<file path="src/shared/utx_defines.vh">
// constants for the serial transmitter with frame formatter
`ifndef UTX_DEFINES_VH
`define UTX_DEFINES_VH

// register byte offsets
`define UTX_OFS_STATUS   8'h00
`define UTX_OFS_DATA     8'h04
`define UTX_OFS_BAUD     8'h08
`define UTX_OFS_CTRL1    8'h0C
`define UTX_OFS_CTRL2    8'h10
`define UTX_OFS_CTRL3    8'h14

// status_register fields
`define UTX_ST_TBE       0
`define UTX_ST_TC        1
`define UTX_ST_BUSY      2

// control_register_one fields
`define UTX_C1_UE        0
`define UTX_C1_TE        1
`define UTX_C1_LEN       2
`define UTX_C1_PEN       3
`define UTX_C1_PSEL      4
`define UTX_C1_BRK       5
`define UTX_C1_TBEIE     6
`define UTX_C1_TCIE      7

// control_register_two fields
`define UTX_C2_STOP_LO   0
`define UTX_C2_SCE       2
`define UTX_C2_LIN       3

// control_register_three fields
`define UTX_C3_HD        0
`define UTX_C3_IR        1
`define UTX_C3_SC        2

// stop_bits_select codes
`define UTX_STOP_ONE     2'h0
`define UTX_STOP_HALF    2'h1
`define UTX_STOP_TWO     2'h2
`define UTX_STOP_ONEHALF 2'h3

// timing in oversample ticks
`define UTX_OVS          16
`define UTX_TICKS_HALF   6'h08
`define UTX_TICKS_ONE    6'h10
`define UTX_TICKS_ONEH   6'h18
`define UTX_TICKS_TWO    6'h20

// reset values
`define UTX_RST_BAUD     16'h0010
`define UTX_RST_CTRL     8'h00

// bus responses
`define UTX_RESP_OKAY    2'h0
`define UTX_RESP_SLVERR  2'h2

`endif

</file>
<file path="src/core/utx_baud.v">
// oversampling tick generator with a 12.4 fixed point divisor
`timescale 1ns/1ps
`include "utx_defines.vh"
module utx_baud #(
  parameter DIV_W = 16
) (
  input  wire             aclk,
  input  wire             aresetn,
  input  wire             run,
  input  wire [DIV_W-1:0] divisor,
  output reg              tick
);

  reg  [DIV_W:0] acc_r;
  wire [DIV_W:0] div_eff;
  wire [DIV_W:0] acc_add;

  // oversample step sized to the accumulator so no sum widens past it
  localparam [DIV_W:0] OVS = `UTX_OVS;

  // a divisor below one whole step would tick every cycle, so clamp it
  assign div_eff = ({1'b0, divisor} < OVS) ? OVS : {1'b0, divisor};
  assign acc_add = acc_r + OVS;

  // sixteen ticks per bit, so one bit lasts divisor clock cycles
  always @(posedge aclk) begin
    if (!aresetn) begin
      acc_r <= {(DIV_W+1){1'b0}};
      tick  <= 1'b0;
    end else if (!run) begin
      acc_r <= {(DIV_W+1){1'b0}};
      tick  <= 1'b0;
    end else if (acc_add >= div_eff) begin
      acc_r <= acc_add - div_eff;
      tick  <= 1'b1;
    end else begin
      acc_r <= acc_add;
      tick  <= 1'b0;
    end
  end

endmodule // utx_baud

</file>
<file path="src/core/utx_top.v">
// transmit half of a serial transceiver with an axi4-lite register slave
`timescale 1ns/1ps
`include "utx_defines.vh"

// Notes on behaviour
// - half-duplex enable selects single-wire mode; other mode enables must stay clear
// - in half-duplex the receive pin is cut and transmit line is open-drain, looped back
// - length and parity pick 8, 7+parity, 9 or 8+parity bits
// - stop field picks 1, 0.5, 2 or 1.5 stop bits; a break frame takes 2 for code 2 and 1 otherwise
// - parity select zero gives even parity, one gives odd
// - even parity makes total ones in data plus parity even
// - odd parity makes total ones in data plus parity odd
// - low start bit, data least significant first, then high stop bits
// - data write clears buffer-empty; word waits in buffer before shift register
// - word written during a frame moves to shifter when that frame ends
// - word written while idle loads at once, starts, and sets buffer-empty again
// - buffer-empty with its enable set raises the interrupt request
// - frame end with buffer empty sets completion flag; enable gates interrupt
// - break bit sends zeros for a frame, stop bits, then clears itself
// - break bit cleared before start sends nothing; re-arm after stop bit
// - enabling the transmitter first sends one idle frame of ones
// - enabled transmitter pulses the clock pin during data bits
// - enabled and not sending, transmit line stays high
// - 16-bit 12.4 divisor, sixteen ticks per bit
module utx_top #(
  parameter ADDR_W = 8
) (
  input  wire              aclk,
  input  wire              aresetn,
  input  wire [ADDR_W-1:0] s_axi_awaddr,
  input  wire              s_axi_awvalid,
  output wire              s_axi_awready,
  input  wire [31:0]       s_axi_wdata,
  input  wire [3:0]        s_axi_wstrb,
  input  wire              s_axi_wvalid,
  output wire              s_axi_wready,
  output reg  [1:0]        s_axi_bresp,
  output reg               s_axi_bvalid,
  input  wire              s_axi_bready,
  input  wire [ADDR_W-1:0] s_axi_araddr,
  input  wire              s_axi_arvalid,
  output wire              s_axi_arready,
  output reg  [31:0]       s_axi_rdata,
  output reg  [1:0]        s_axi_rresp,
  output reg               s_axi_rvalid,
  input  wire              s_axi_rready,
  output wire              tx_out,
  output wire              tx_oe,
  input  wire              rx_in,
  output wire              rx_to_receiver,
  output reg               serial_clock_out_pin,
  output wire              irq
);

  localparam S_IDLE = 2'd0;
  localparam S_BITS = 2'd1;
  localparam S_STOP = 2'd2;
  localparam K_DATA = 2'd0;
  localparam K_BRK  = 2'd1;
  localparam K_IDLE = 2'd2;

  // control and status state
  reg  [7:0]        ctrl1_r;
  reg  [3:0]        ctrl2_r;
  reg  [2:0]        ctrl3_r;
  reg  [15:0]       baud_divisor_r;
  reg  [8:0]        buf_r;
  reg               tbe_r;
  reg               tc_r;
  // bus state
  reg               aw_got_r;
  reg               w_got_r;
  reg  [ADDR_W-1:0] waddr_r;
  reg  [31:0]       wdata_r;
  reg  [3:0]        wstrb_r;
  // shifter state
  reg  [1:0]        state_r;
  reg  [1:0]        kind_r;
  reg  [9:0]        shreg_r;
  reg  [3:0]        tick_cnt_r;
  reg  [3:0]        bit_cnt_r;
  reg  [5:0]        stop_cnt_r;
  reg  [5:0]        stop_len_r;
  reg               tx_line_r;
  reg               en_d_r;
  reg               idle_pend_r;
  reg               done_r;

  wire        tick;
  wire        en;
  wire        do_write;
  wire [31:0] wval;
  wire        wr_data;
  wire        start_idle;
  wire        start_brk;
  wire        start_data;
  wire [3:0]  nbits;
  wire [31:0] old_word;
  reg  [31:0] rd_word;
  reg         rd_hit;
  reg  [5:0]  stop_sel_len;

  // merge written bytes over an old word
  function [31:0] utx_merge;
    input [31:0] old;
    input [31:0] nw;
    input [3:0]  strb;
    integer i;
    begin
      utx_merge = old;
      for (i = 0; i < 4; i = i + 1) begin
        if (strb[i]) utx_merge[i*8 +: 8] = nw[i*8 +: 8];
      end
    end
  endfunction

  // build start bit plus data and parity, lsb goes out first
  function [9:0] utx_frame;
    input [8:0] d;
    input       len;
    input       pen;
    input       odd;
    reg   [8:0] p;
    begin
      p = len ? d : {1'b0, d[7:0]};
      if (pen && len) begin
        p = {(^d[7:0]) ^ odd, d[7:0]};
      end else if (pen) begin
        p = {1'b0, (^d[6:0]) ^ odd, d[6:0]};
      end
      utx_frame = {p, 1'b0};
    end
  endfunction

  // the transmitter runs only with both the block and the transmitter enabled
  assign en = ctrl1_r[`UTX_C1_UE] & ctrl1_r[`UTX_C1_TE];

  utx_baud #(
    .DIV_W (16)
  ) u_baud (
    .aclk    (aclk),
    .aresetn (aresetn),
    .run     (en),
    .divisor (baud_divisor_r),
    .tick    (tick)
  );

  // write channel: address and data are taken in either order
  assign s_axi_awready = !aw_got_r && !s_axi_bvalid;
  assign s_axi_wready  = !w_got_r && !s_axi_bvalid;
  assign do_write      = aw_got_r && w_got_r && !s_axi_bvalid;
  assign wr_data       = do_write && (waddr_r == `UTX_OFS_DATA) && wstrb_r[0];

  // current value of the write-addressed register, used only by write merges
  assign old_word = (waddr_r == `UTX_OFS_BAUD)  ? {16'h0000, baud_divisor_r} :
                    (waddr_r == `UTX_OFS_CTRL1) ? {24'h000000, ctrl1_r} :
                    (waddr_r == `UTX_OFS_CTRL2) ? {28'h0000000, ctrl2_r} :
                    (waddr_r == `UTX_OFS_CTRL3) ? {29'h00000000, ctrl3_r} :
                    32'h00000000;
  assign wval = utx_merge(old_word, wdata_r, wstrb_r);

  // frame starts only between frames, idle first, then break; a break never reruns as it ends
  assign start_idle = en && (state_r == S_IDLE) && idle_pend_r;
  assign start_brk  = en && (state_r == S_IDLE) && !idle_pend_r
                      && ctrl1_r[`UTX_C1_BRK] && !(done_r && (kind_r == K_BRK));
  assign start_data = en && (state_r == S_IDLE) && !idle_pend_r
                      && !ctrl1_r[`UTX_C1_BRK] && !tbe_r;
  assign nbits = ctrl1_r[`UTX_C1_LEN] ? 4'd10 : 4'd9;

  // stop length in ticks
  always @* begin
    case (ctrl2_r[1:0])
      `UTX_STOP_HALF:    stop_sel_len = `UTX_TICKS_HALF;
      `UTX_STOP_TWO:     stop_sel_len = `UTX_TICKS_TWO;
      `UTX_STOP_ONEHALF: stop_sel_len = `UTX_TICKS_ONEH;
      default:           stop_sel_len = `UTX_TICKS_ONE;
    endcase
  end

  // bus capture and register writes; hardware flag updates share this process
  always @(posedge aclk) begin
    if (!aresetn) begin
      aw_got_r       <= 1'b0;
      w_got_r        <= 1'b0;
      waddr_r        <= {ADDR_W{1'b0}};
      wdata_r        <= 32'h00000000;
      wstrb_r        <= 4'h0;
      s_axi_bvalid   <= 1'b0;
      s_axi_bresp    <= `UTX_RESP_OKAY;
      ctrl1_r        <= `UTX_RST_CTRL;
      ctrl2_r        <= 4'h0;
      ctrl3_r        <= 3'h0;
      baud_divisor_r <= `UTX_RST_BAUD;
      buf_r          <= 9'h000;
      tbe_r          <= 1'b1;
      tc_r           <= 1'b1;
    end else begin
      if (s_axi_awvalid && s_axi_awready) begin
        aw_got_r <= 1'b1;
        waddr_r  <= s_axi_awaddr;
      end
      if (s_axi_wvalid && s_axi_wready) begin
        w_got_r <= 1'b1;
        wdata_r <= s_axi_wdata;
        wstrb_r <= s_axi_wstrb;
      end
      if (s_axi_bvalid && s_axi_bready) s_axi_bvalid <= 1'b0;
      // hardware side of the flags
      if (start_data) tbe_r <= 1'b1;
      if (done_r && tbe_r) tc_r <= 1'b1;
      if (done_r && kind_r == K_BRK) ctrl1_r[`UTX_C1_BRK] <= 1'b0;
      if (do_write) begin
        aw_got_r     <= 1'b0;
        w_got_r      <= 1'b0;
        s_axi_bvalid <= 1'b1;
        s_axi_bresp  <= `UTX_RESP_OKAY;
        case (waddr_r)
          `UTX_OFS_STATUS: begin
            // write zero clears, but a completion in this cycle wins
            if (wstrb_r[0] && !wdata_r[`UTX_ST_TC] && !(done_r && tbe_r)) tc_r <= 1'b0;
          end
          `UTX_OFS_DATA: begin
            if (wstrb_r[0]) begin
              buf_r <= wval[8:0];
              // a word written as the old one loads must stay pending
              tbe_r <= 1'b0;
            end
          end
          `UTX_OFS_BAUD:  baud_divisor_r <= wval[15:0];
          `UTX_OFS_CTRL1: ctrl1_r <= wval[7:0];
          `UTX_OFS_CTRL2: ctrl2_r <= wval[3:0];
          `UTX_OFS_CTRL3: ctrl3_r <= wval[2:0];
          default: s_axi_bresp <= `UTX_RESP_SLVERR;
        endcase
      end
    end
  end

  // read decode
  always @* begin
    rd_hit = 1'b1;
    case (s_axi_araddr)
      `UTX_OFS_STATUS: rd_word = {29'h00000000, (state_r != S_IDLE), tc_r, tbe_r};
      `UTX_OFS_DATA:   rd_word = 32'h00000000;
      `UTX_OFS_BAUD:   rd_word = {16'h0000, baud_divisor_r};
      `UTX_OFS_CTRL1:  rd_word = {24'h000000, ctrl1_r};
      `UTX_OFS_CTRL2:  rd_word = {28'h0000000, ctrl2_r};
      `UTX_OFS_CTRL3:  rd_word = {29'h00000000, ctrl3_r};
      default: begin
        rd_word = 32'h00000000;
        rd_hit  = 1'b0;
      end
    endcase
  end

  // read channel: one read in flight, answered the cycle after the address
  assign s_axi_arready = !s_axi_rvalid;
  always @(posedge aclk) begin
    if (!aresetn) begin
      s_axi_rvalid <= 1'b0;
      s_axi_rdata  <= 32'h00000000;
      s_axi_rresp  <= `UTX_RESP_OKAY;
    end else if (s_axi_arvalid && s_axi_arready) begin
      s_axi_rvalid <= 1'b1;
      s_axi_rdata  <= rd_word;
      s_axi_rresp  <= rd_hit ? `UTX_RESP_OKAY : `UTX_RESP_SLVERR;
    end else if (s_axi_rvalid && s_axi_rready) begin
      s_axi_rvalid <= 1'b0;
    end
  end

  // frame sequencer: start and data bits, then stop time counted in ticks
  always @(posedge aclk) begin
    if (!aresetn) begin
      state_r     <= S_IDLE;
      kind_r      <= K_DATA;
      shreg_r     <= 10'h3FF;
      tick_cnt_r  <= 4'h0;
      bit_cnt_r   <= 4'h0;
      stop_cnt_r  <= 6'h00;
      stop_len_r  <= `UTX_TICKS_ONE;
      tx_line_r   <= 1'b1;
      en_d_r      <= 1'b0;
      idle_pend_r <= 1'b0;
      done_r      <= 1'b0;
    end else begin
      en_d_r <= en;
      done_r <= 1'b0;
      if (en && !en_d_r) idle_pend_r <= 1'b1;
      if (!en) begin
        // dropping the enable mid frame cuts the frame short
        state_r   <= S_IDLE;
        tx_line_r <= 1'b1;
      end else begin
        case (state_r)
          S_IDLE: begin
            tx_line_r  <= 1'b1;
            tick_cnt_r <= 4'h0;
            bit_cnt_r  <= 4'h0;
            stop_len_r <= stop_sel_len;
            if (start_idle) begin
              idle_pend_r <= 1'b0;
              kind_r      <= K_IDLE;
              shreg_r     <= 10'h3FF;
              state_r     <= S_BITS;
            end else if (start_brk) begin
              kind_r     <= K_BRK;
              shreg_r    <= 10'h000;
              tx_line_r  <= 1'b0;
              state_r    <= S_BITS;
              stop_len_r <= (ctrl2_r[1:0] == `UTX_STOP_TWO) ? `UTX_TICKS_TWO
                                                            : `UTX_TICKS_ONE;
            end else if (start_data) begin
              kind_r    <= K_DATA;
              shreg_r   <= utx_frame(buf_r, ctrl1_r[`UTX_C1_LEN],
                                     ctrl1_r[`UTX_C1_PEN], ctrl1_r[`UTX_C1_PSEL]);
              tx_line_r <= 1'b0;
              state_r   <= S_BITS;
            end
          end
          S_BITS: begin
            if (tick) begin
              tick_cnt_r <= tick_cnt_r + 4'h1;
              if (tick_cnt_r == 4'hF) begin
                shreg_r   <= {1'b1, shreg_r[9:1]};
                bit_cnt_r <= bit_cnt_r + 4'h1;
                if (bit_cnt_r == nbits - 4'h1) begin
                  state_r    <= S_STOP;
                  stop_cnt_r <= 6'h00;
                  tx_line_r  <= 1'b1;
                end else begin
                  tx_line_r <= shreg_r[1];
                end
              end
            end
          end
          S_STOP: begin
            if (tick) begin
              stop_cnt_r <= stop_cnt_r + 6'h01;
              if (stop_cnt_r == stop_len_r - 6'h01) begin
                state_r <= S_IDLE;
                done_r  <= 1'b1;
              end
            end
          end
          default: state_r <= S_IDLE;
        endcase
      end
    end
  end

  // clock pin: high in the second half of each data bit, idle low
  always @(posedge aclk) begin
    if (!aresetn) begin
      serial_clock_out_pin <= 1'b0;
    end else begin
      serial_clock_out_pin <= en && ctrl2_r[`UTX_C2_SCE] && (state_r == S_BITS)
                              && (kind_r == K_DATA) && (bit_cnt_r != 4'h0)
                              && tick_cnt_r[3];
    end
  end

  // half-duplex turns the line open-drain and loops it into the receiver
  assign tx_out         = ctrl3_r[`UTX_C3_HD] ? 1'b0 : tx_line_r;
  assign tx_oe          = ctrl3_r[`UTX_C3_HD] ? !tx_line_r : 1'b1;
  assign rx_to_receiver = ctrl3_r[`UTX_C3_HD] ? tx_line_r : rx_in;

  // request level follows the flags, so clearing a flag drops it
  assign irq = (tbe_r & ctrl1_r[`UTX_C1_TBEIE]) | (tc_r & ctrl1_r[`UTX_C1_TCIE]);

endmodule // utx_top

</file>
<file path="config.mk">
export PLATFORM = sky130hd
export DESIGN_NAME = utx_top
export DESIGN_NICKNAME = d
export VERILOG_FILES = /design/src/core/utx_baud.v /design/src/core/utx_top.v
export VERILOG_INCLUDE_DIRS = /design/src /design/src/shared
export SDC_FILE = /design/constraint.sdc
export NUM_CORES = 1
export LEC_CHECK = 0
export BUFFER_PORTS_ARGS = -buffer_cell sky130_fd_sc_hd__buf_2
export CAP_MARGIN = 20
export CORE_ASPECT_RATIO = 1.1
export CORE_MARGIN = 2
export CORE_UTILIZATION = 40
export CTS_BUF_LIST = sky130_fd_sc_hd__clkbuf_8 sky130_fd_sc_hd__clkbuf_16
export CTS_CLUSTER_SIZE = 10
export DETAILED_ROUTE_END_ITERATION = 10
export PLACE_DENSITY = 0.67
export SKIP_LAST_GASP = 1
export SLEW_MARGIN = 20
export SYNTH_ARGS = -nofsm -noshare
export SYNTH_HDL_FRONTEND = slang
export SYNTH_SLANG_ARGS = --single-unit
</file>
<file path="constraint.sdc">
create_clock -name aclk -period 5.35 [get_ports aclk]
set_clock_uncertainty 0.05 [all_clocks]
set_input_delay 0.2675 -clock aclk [delete_from_list [all_inputs] [get_ports aclk]]
set_output_delay 0.2675 -clock aclk [all_outputs]
set_load 0.02 [all_outputs]
</file>
==> summary.md <==
| Metric | Value |
|---|---|
| Status | `finished clean` |
| Minimum clock period | `between 3 and 4 ns` |
| CP Data Required Time | `5.62 ns` |
| Maximum capacitance violations | `0` |
| Initial antenna violation count | `0` |
| Worst-skew pair later-pin latency | `~0.43 ns` |
| Post-CTS Hold Buffers | `0` |
| Via count | `between 6000 and 7000` |
| Worst reg2reg endpoint | `u_baud.acc_r[0]` |
| Setup violators final | `0` |
| Post-synth EDFFs | `0` |
| Vias/cell | `around 5.4` |
| Non-filler cells, final | `~1300` |
| Die width | `approximately 140 µm` |
| Die Ht | `roughly 150 µm` |
| Clk network pwr share | `49.2%` |
| Final Max Slew Viols | `0` |
| Worst Tran Pin Value | `around 0.99 ns` |
| Top_reg_cell synth | `dfxtp_1` |
| Grt ovf | `0` |
| Cells after DPL | `approximately 1200` |
| Clock transition at path regs | `about 0.06 ns` |
| Yosys reg bits | `roughly 140` |
| Setup TNS Final | `0 ns` |
| Sequential share of power | `44.8%` |
| Vias in the first global route | `just over 6000` |
| Port bufs | `between 60 and 70` |
| Fin area | `8870 µm²` |
| DR WL/cell | `around 15 µm` |
| Top post-synthesis cells by area | `dfxtp_1, nand2_1, ha_1, a21boi_0, mux2i_1` |
| H-Tree Depth | `4` |
| Core outline area | `around 19000 µm²` |
| P&R area growth vs syn | `13.1%` |
| Gr usage total | `18.6%` |
| Rows | `53` |
| Post-route ant nets | `0` |
| Top cell type's share of synthesized area | `a little over a third` |
| Layout Nets | `1084` |
| Register-to-register setup slack | `between 1.5 and 2 ns` |
| Global-route wire length before repair | `30.3 mm` |
| Switch Pwr | `~580 µW` |
| Synth Instances | `953` |
| Share of layout cells above drive strength 1 | `13.4%` |
| Yosys warning count | `0` |
| TritonCTS clock tree | `yes` |
| DIE AREA | `a little over 20000 µm²` |
| DR DRC count | `0` |
| Starting Density | `40.9%` |
| Worst hold path cell count | `3` |
| Top cells by count, synth | `nand2_1, dfxtp_1, nor2_1` |
| Number of setup buffers added after CTS | `0` |
| Clk root buf | `clkbuf_16` |
| Post-CTS resize count | `0` |
| Yosys cell types | `77` |
| Clk buf depth | `2` |
| Clk sink count | `143` |
| RSZ-0062 raised after global routing | `no` |
| Hold Crit Class | `input pin to register` |
| Worst r2r src | `baud_divisor_r[11]` |
| FMAX | `roughly 270 MHz` |
| Ys async rst share | `0%` |
| Pwr Density | `roughly 280 nW/µm²` |
| Setup crit end kind | `register` |
| GPL Wtd Cong | `between 0.8 and 0.9` |
| Hold Crit Endpoint | `waddr_r[5]` |
| Pint | `1.89 mW` |
| Largest net degree at the start of global routing | `approximately 110` |
| TritonRoute pass-1 iters | `5` |
| Worst-case reg-to-reg path depth | `11` |
| HPWL after DPL | `around 14 mm` |
| Kind of critical path | `register to register` |
| Sequential area share after synthesis | `36.5%` |
| I/O pin total | `between 100 and 150` |
| Dpl cell area | `8250 µm²` |
| Area leader, netlist | `dfxtp_1` |
| Worst slew margin | `between 30% and 40%` |
| CTS buffer count | `17` |
| Comb pwr share | `roughly 6.0%` |
| Final hold vios | `0` |
| Final period util | `roughly two thirds` |
| Leak | `3.49 nW` |
| Initial DRC Count | `between 600 and 700` |
| Crit Path Max Fanout | `14` |
| Hold Path Origin | `s_axi_awaddr[5]` |
| Post-Route WL | `around 19 mm` |
| Syn avg cell area | `about 8.2 µm²` |
| Cell Area, Synth | `approximately 8000 µm²` |
| CP Launch Type | `register` |
| N_diodes | `0` |
| Count leader, synth | `nand2_1` |
| VDD IR-drop max | `~0.21 mV` |
| Worst path arrival time | `just under 4 ns` |
| Sw frac | `23.3%` |
==> how the worst max path moves through the flow <==
stage               slack, ns          startpoint               to
floorplan                2.38     u_baud.acc_r[4]  u_baud.acc_r[4]
detailed placement       1.75     u_baud.acc_r[4]  u_baud.acc_r[0]
global placement         1.83  baud_divisor_r[11]  u_baud.acc_r[5]
CTS                      1.71  baud_divisor_r[10]  u_baud.acc_r[0]
finish                   1.71  baud_divisor_r[11]  u_baud.acc_r[0]
global route             1.40  baud_divisor_r[10]  u_baud.acc_r[5]
==> registers in the layout (all words and copies together) (netlist names), 2 cells and up <==
register and cells:
kind_r 2, ctrl2_r 4, wstrb_r 2, state_r 2, wdata_r 16, ctrl3_r 3
ctrl1_r 8, buf_r 9, s_axi_rdata 16, stop_cnt_r 6, baud_divisor_r 16, u_baud.acc_r 17
waddr_r 8, tick_cnt_r 4, bit_cnt_r 4, stop_len_r 3, shreg_r 9
==> kinds of logic (layout without fill, tap and decap cells) <==
logic type / Yosys count / count (layout) / share of synthesized area (%)
AO/OA/AOI/OAI: 233 / 233 / 21.3
XOR/XNOR: 37 / 37 / 4.23
adder cells (fa/ha/maj): 28 / 28 / 4.56
buffers and inverters: 100 / 138 / 6.06
flip-flops: 143 / 143 / 36.5
multiplexers: 26 / 26 / 3.33
other: 1 / 18 / 0.0478
AND/OR/NAND/NOR: 385 / 385 / 24.0
==> cells in the final DEF, fill, tap and decap left out, types with 23 or more instances in the layout <==
master    instances
a21boi_0         40
buf_2            69
xnor2_1          23
mux2i_1          25
nor2b_1          29
o21ai_0          44
nor2_1           57
inv_1            35
a21oi_1          46
and2_1           23
nand2_1         155
nand3_1          41
ha_1             27
dfxtp_1         143
==> power groups by stage <==
| stage | combinational [mW] | clock, mW | sequential (mW) |
|---|---|---|---|
| floorplan | 0.118 | 0 | 1.12 |
| global placement | 0.147 | 0 | 1.13 |
| detailed placement | 0.148 | 0 | 1.13 |
| CTS | 0.148 | 1.24 | 1.11 |
| global route | 0.166 | 1.29 | 1.11 |
| finish | 0.149 | 1.22 | 1.11 |
==> cell type report <==
type	instances	area (µm²)
Tap cell	247	309
Fill cell	1838	10300
Clock buffer	19	453
Clock inverter	12	160
Sequential cell	143	2860
Timing Repair Buffer	73	375
Inverter	34	128
Multi-Input combinational cell	727	4580
==> per-stage QoR <==
stage               hold slack, ns  util [%]  total power [mW]  setup slack [ns]
global placement             0.400      43.0              1.28              1.83
detailed placement           0.403      43.0              1.28              1.75
global route                0.0321      46.3              2.56              1.40
finish                      0.0386      46.3              2.47              1.71
floorplan                    0.355         -              1.24              2.38
CTS                         0.0229      46.2              2.50              1.71
==> critical path: stages (launching register included) <==
cell and delay [ns]:
dfxtp_1 0.34, nor4_1 0.43, nand3_1 0.25, nand2_1 0.19
ha_1 0.27, nor2b_4 0.14, o31ai_2 0.31, a211oi_2 0.17
o31a_4 0.33, o311ai_4 0.57, nand2_2 0.22, a211oi_2 0.25
==> metal layers <==
| layer | up-vias | GRT usage, % | share of wire [%] |
|---|---|---|---|
| li1 | 3408 | - | - |
| met1 | 3098 | 26.2 | 49 |
| met2 | 211 | 27.5 | 43 |
| met3 | 34 | 4.18 | 5.4 |
| met4 | 0 | 7.22 | 2.3 |
| met5 | - | 0 | 0 |
(Power assumes the default switching activity.)
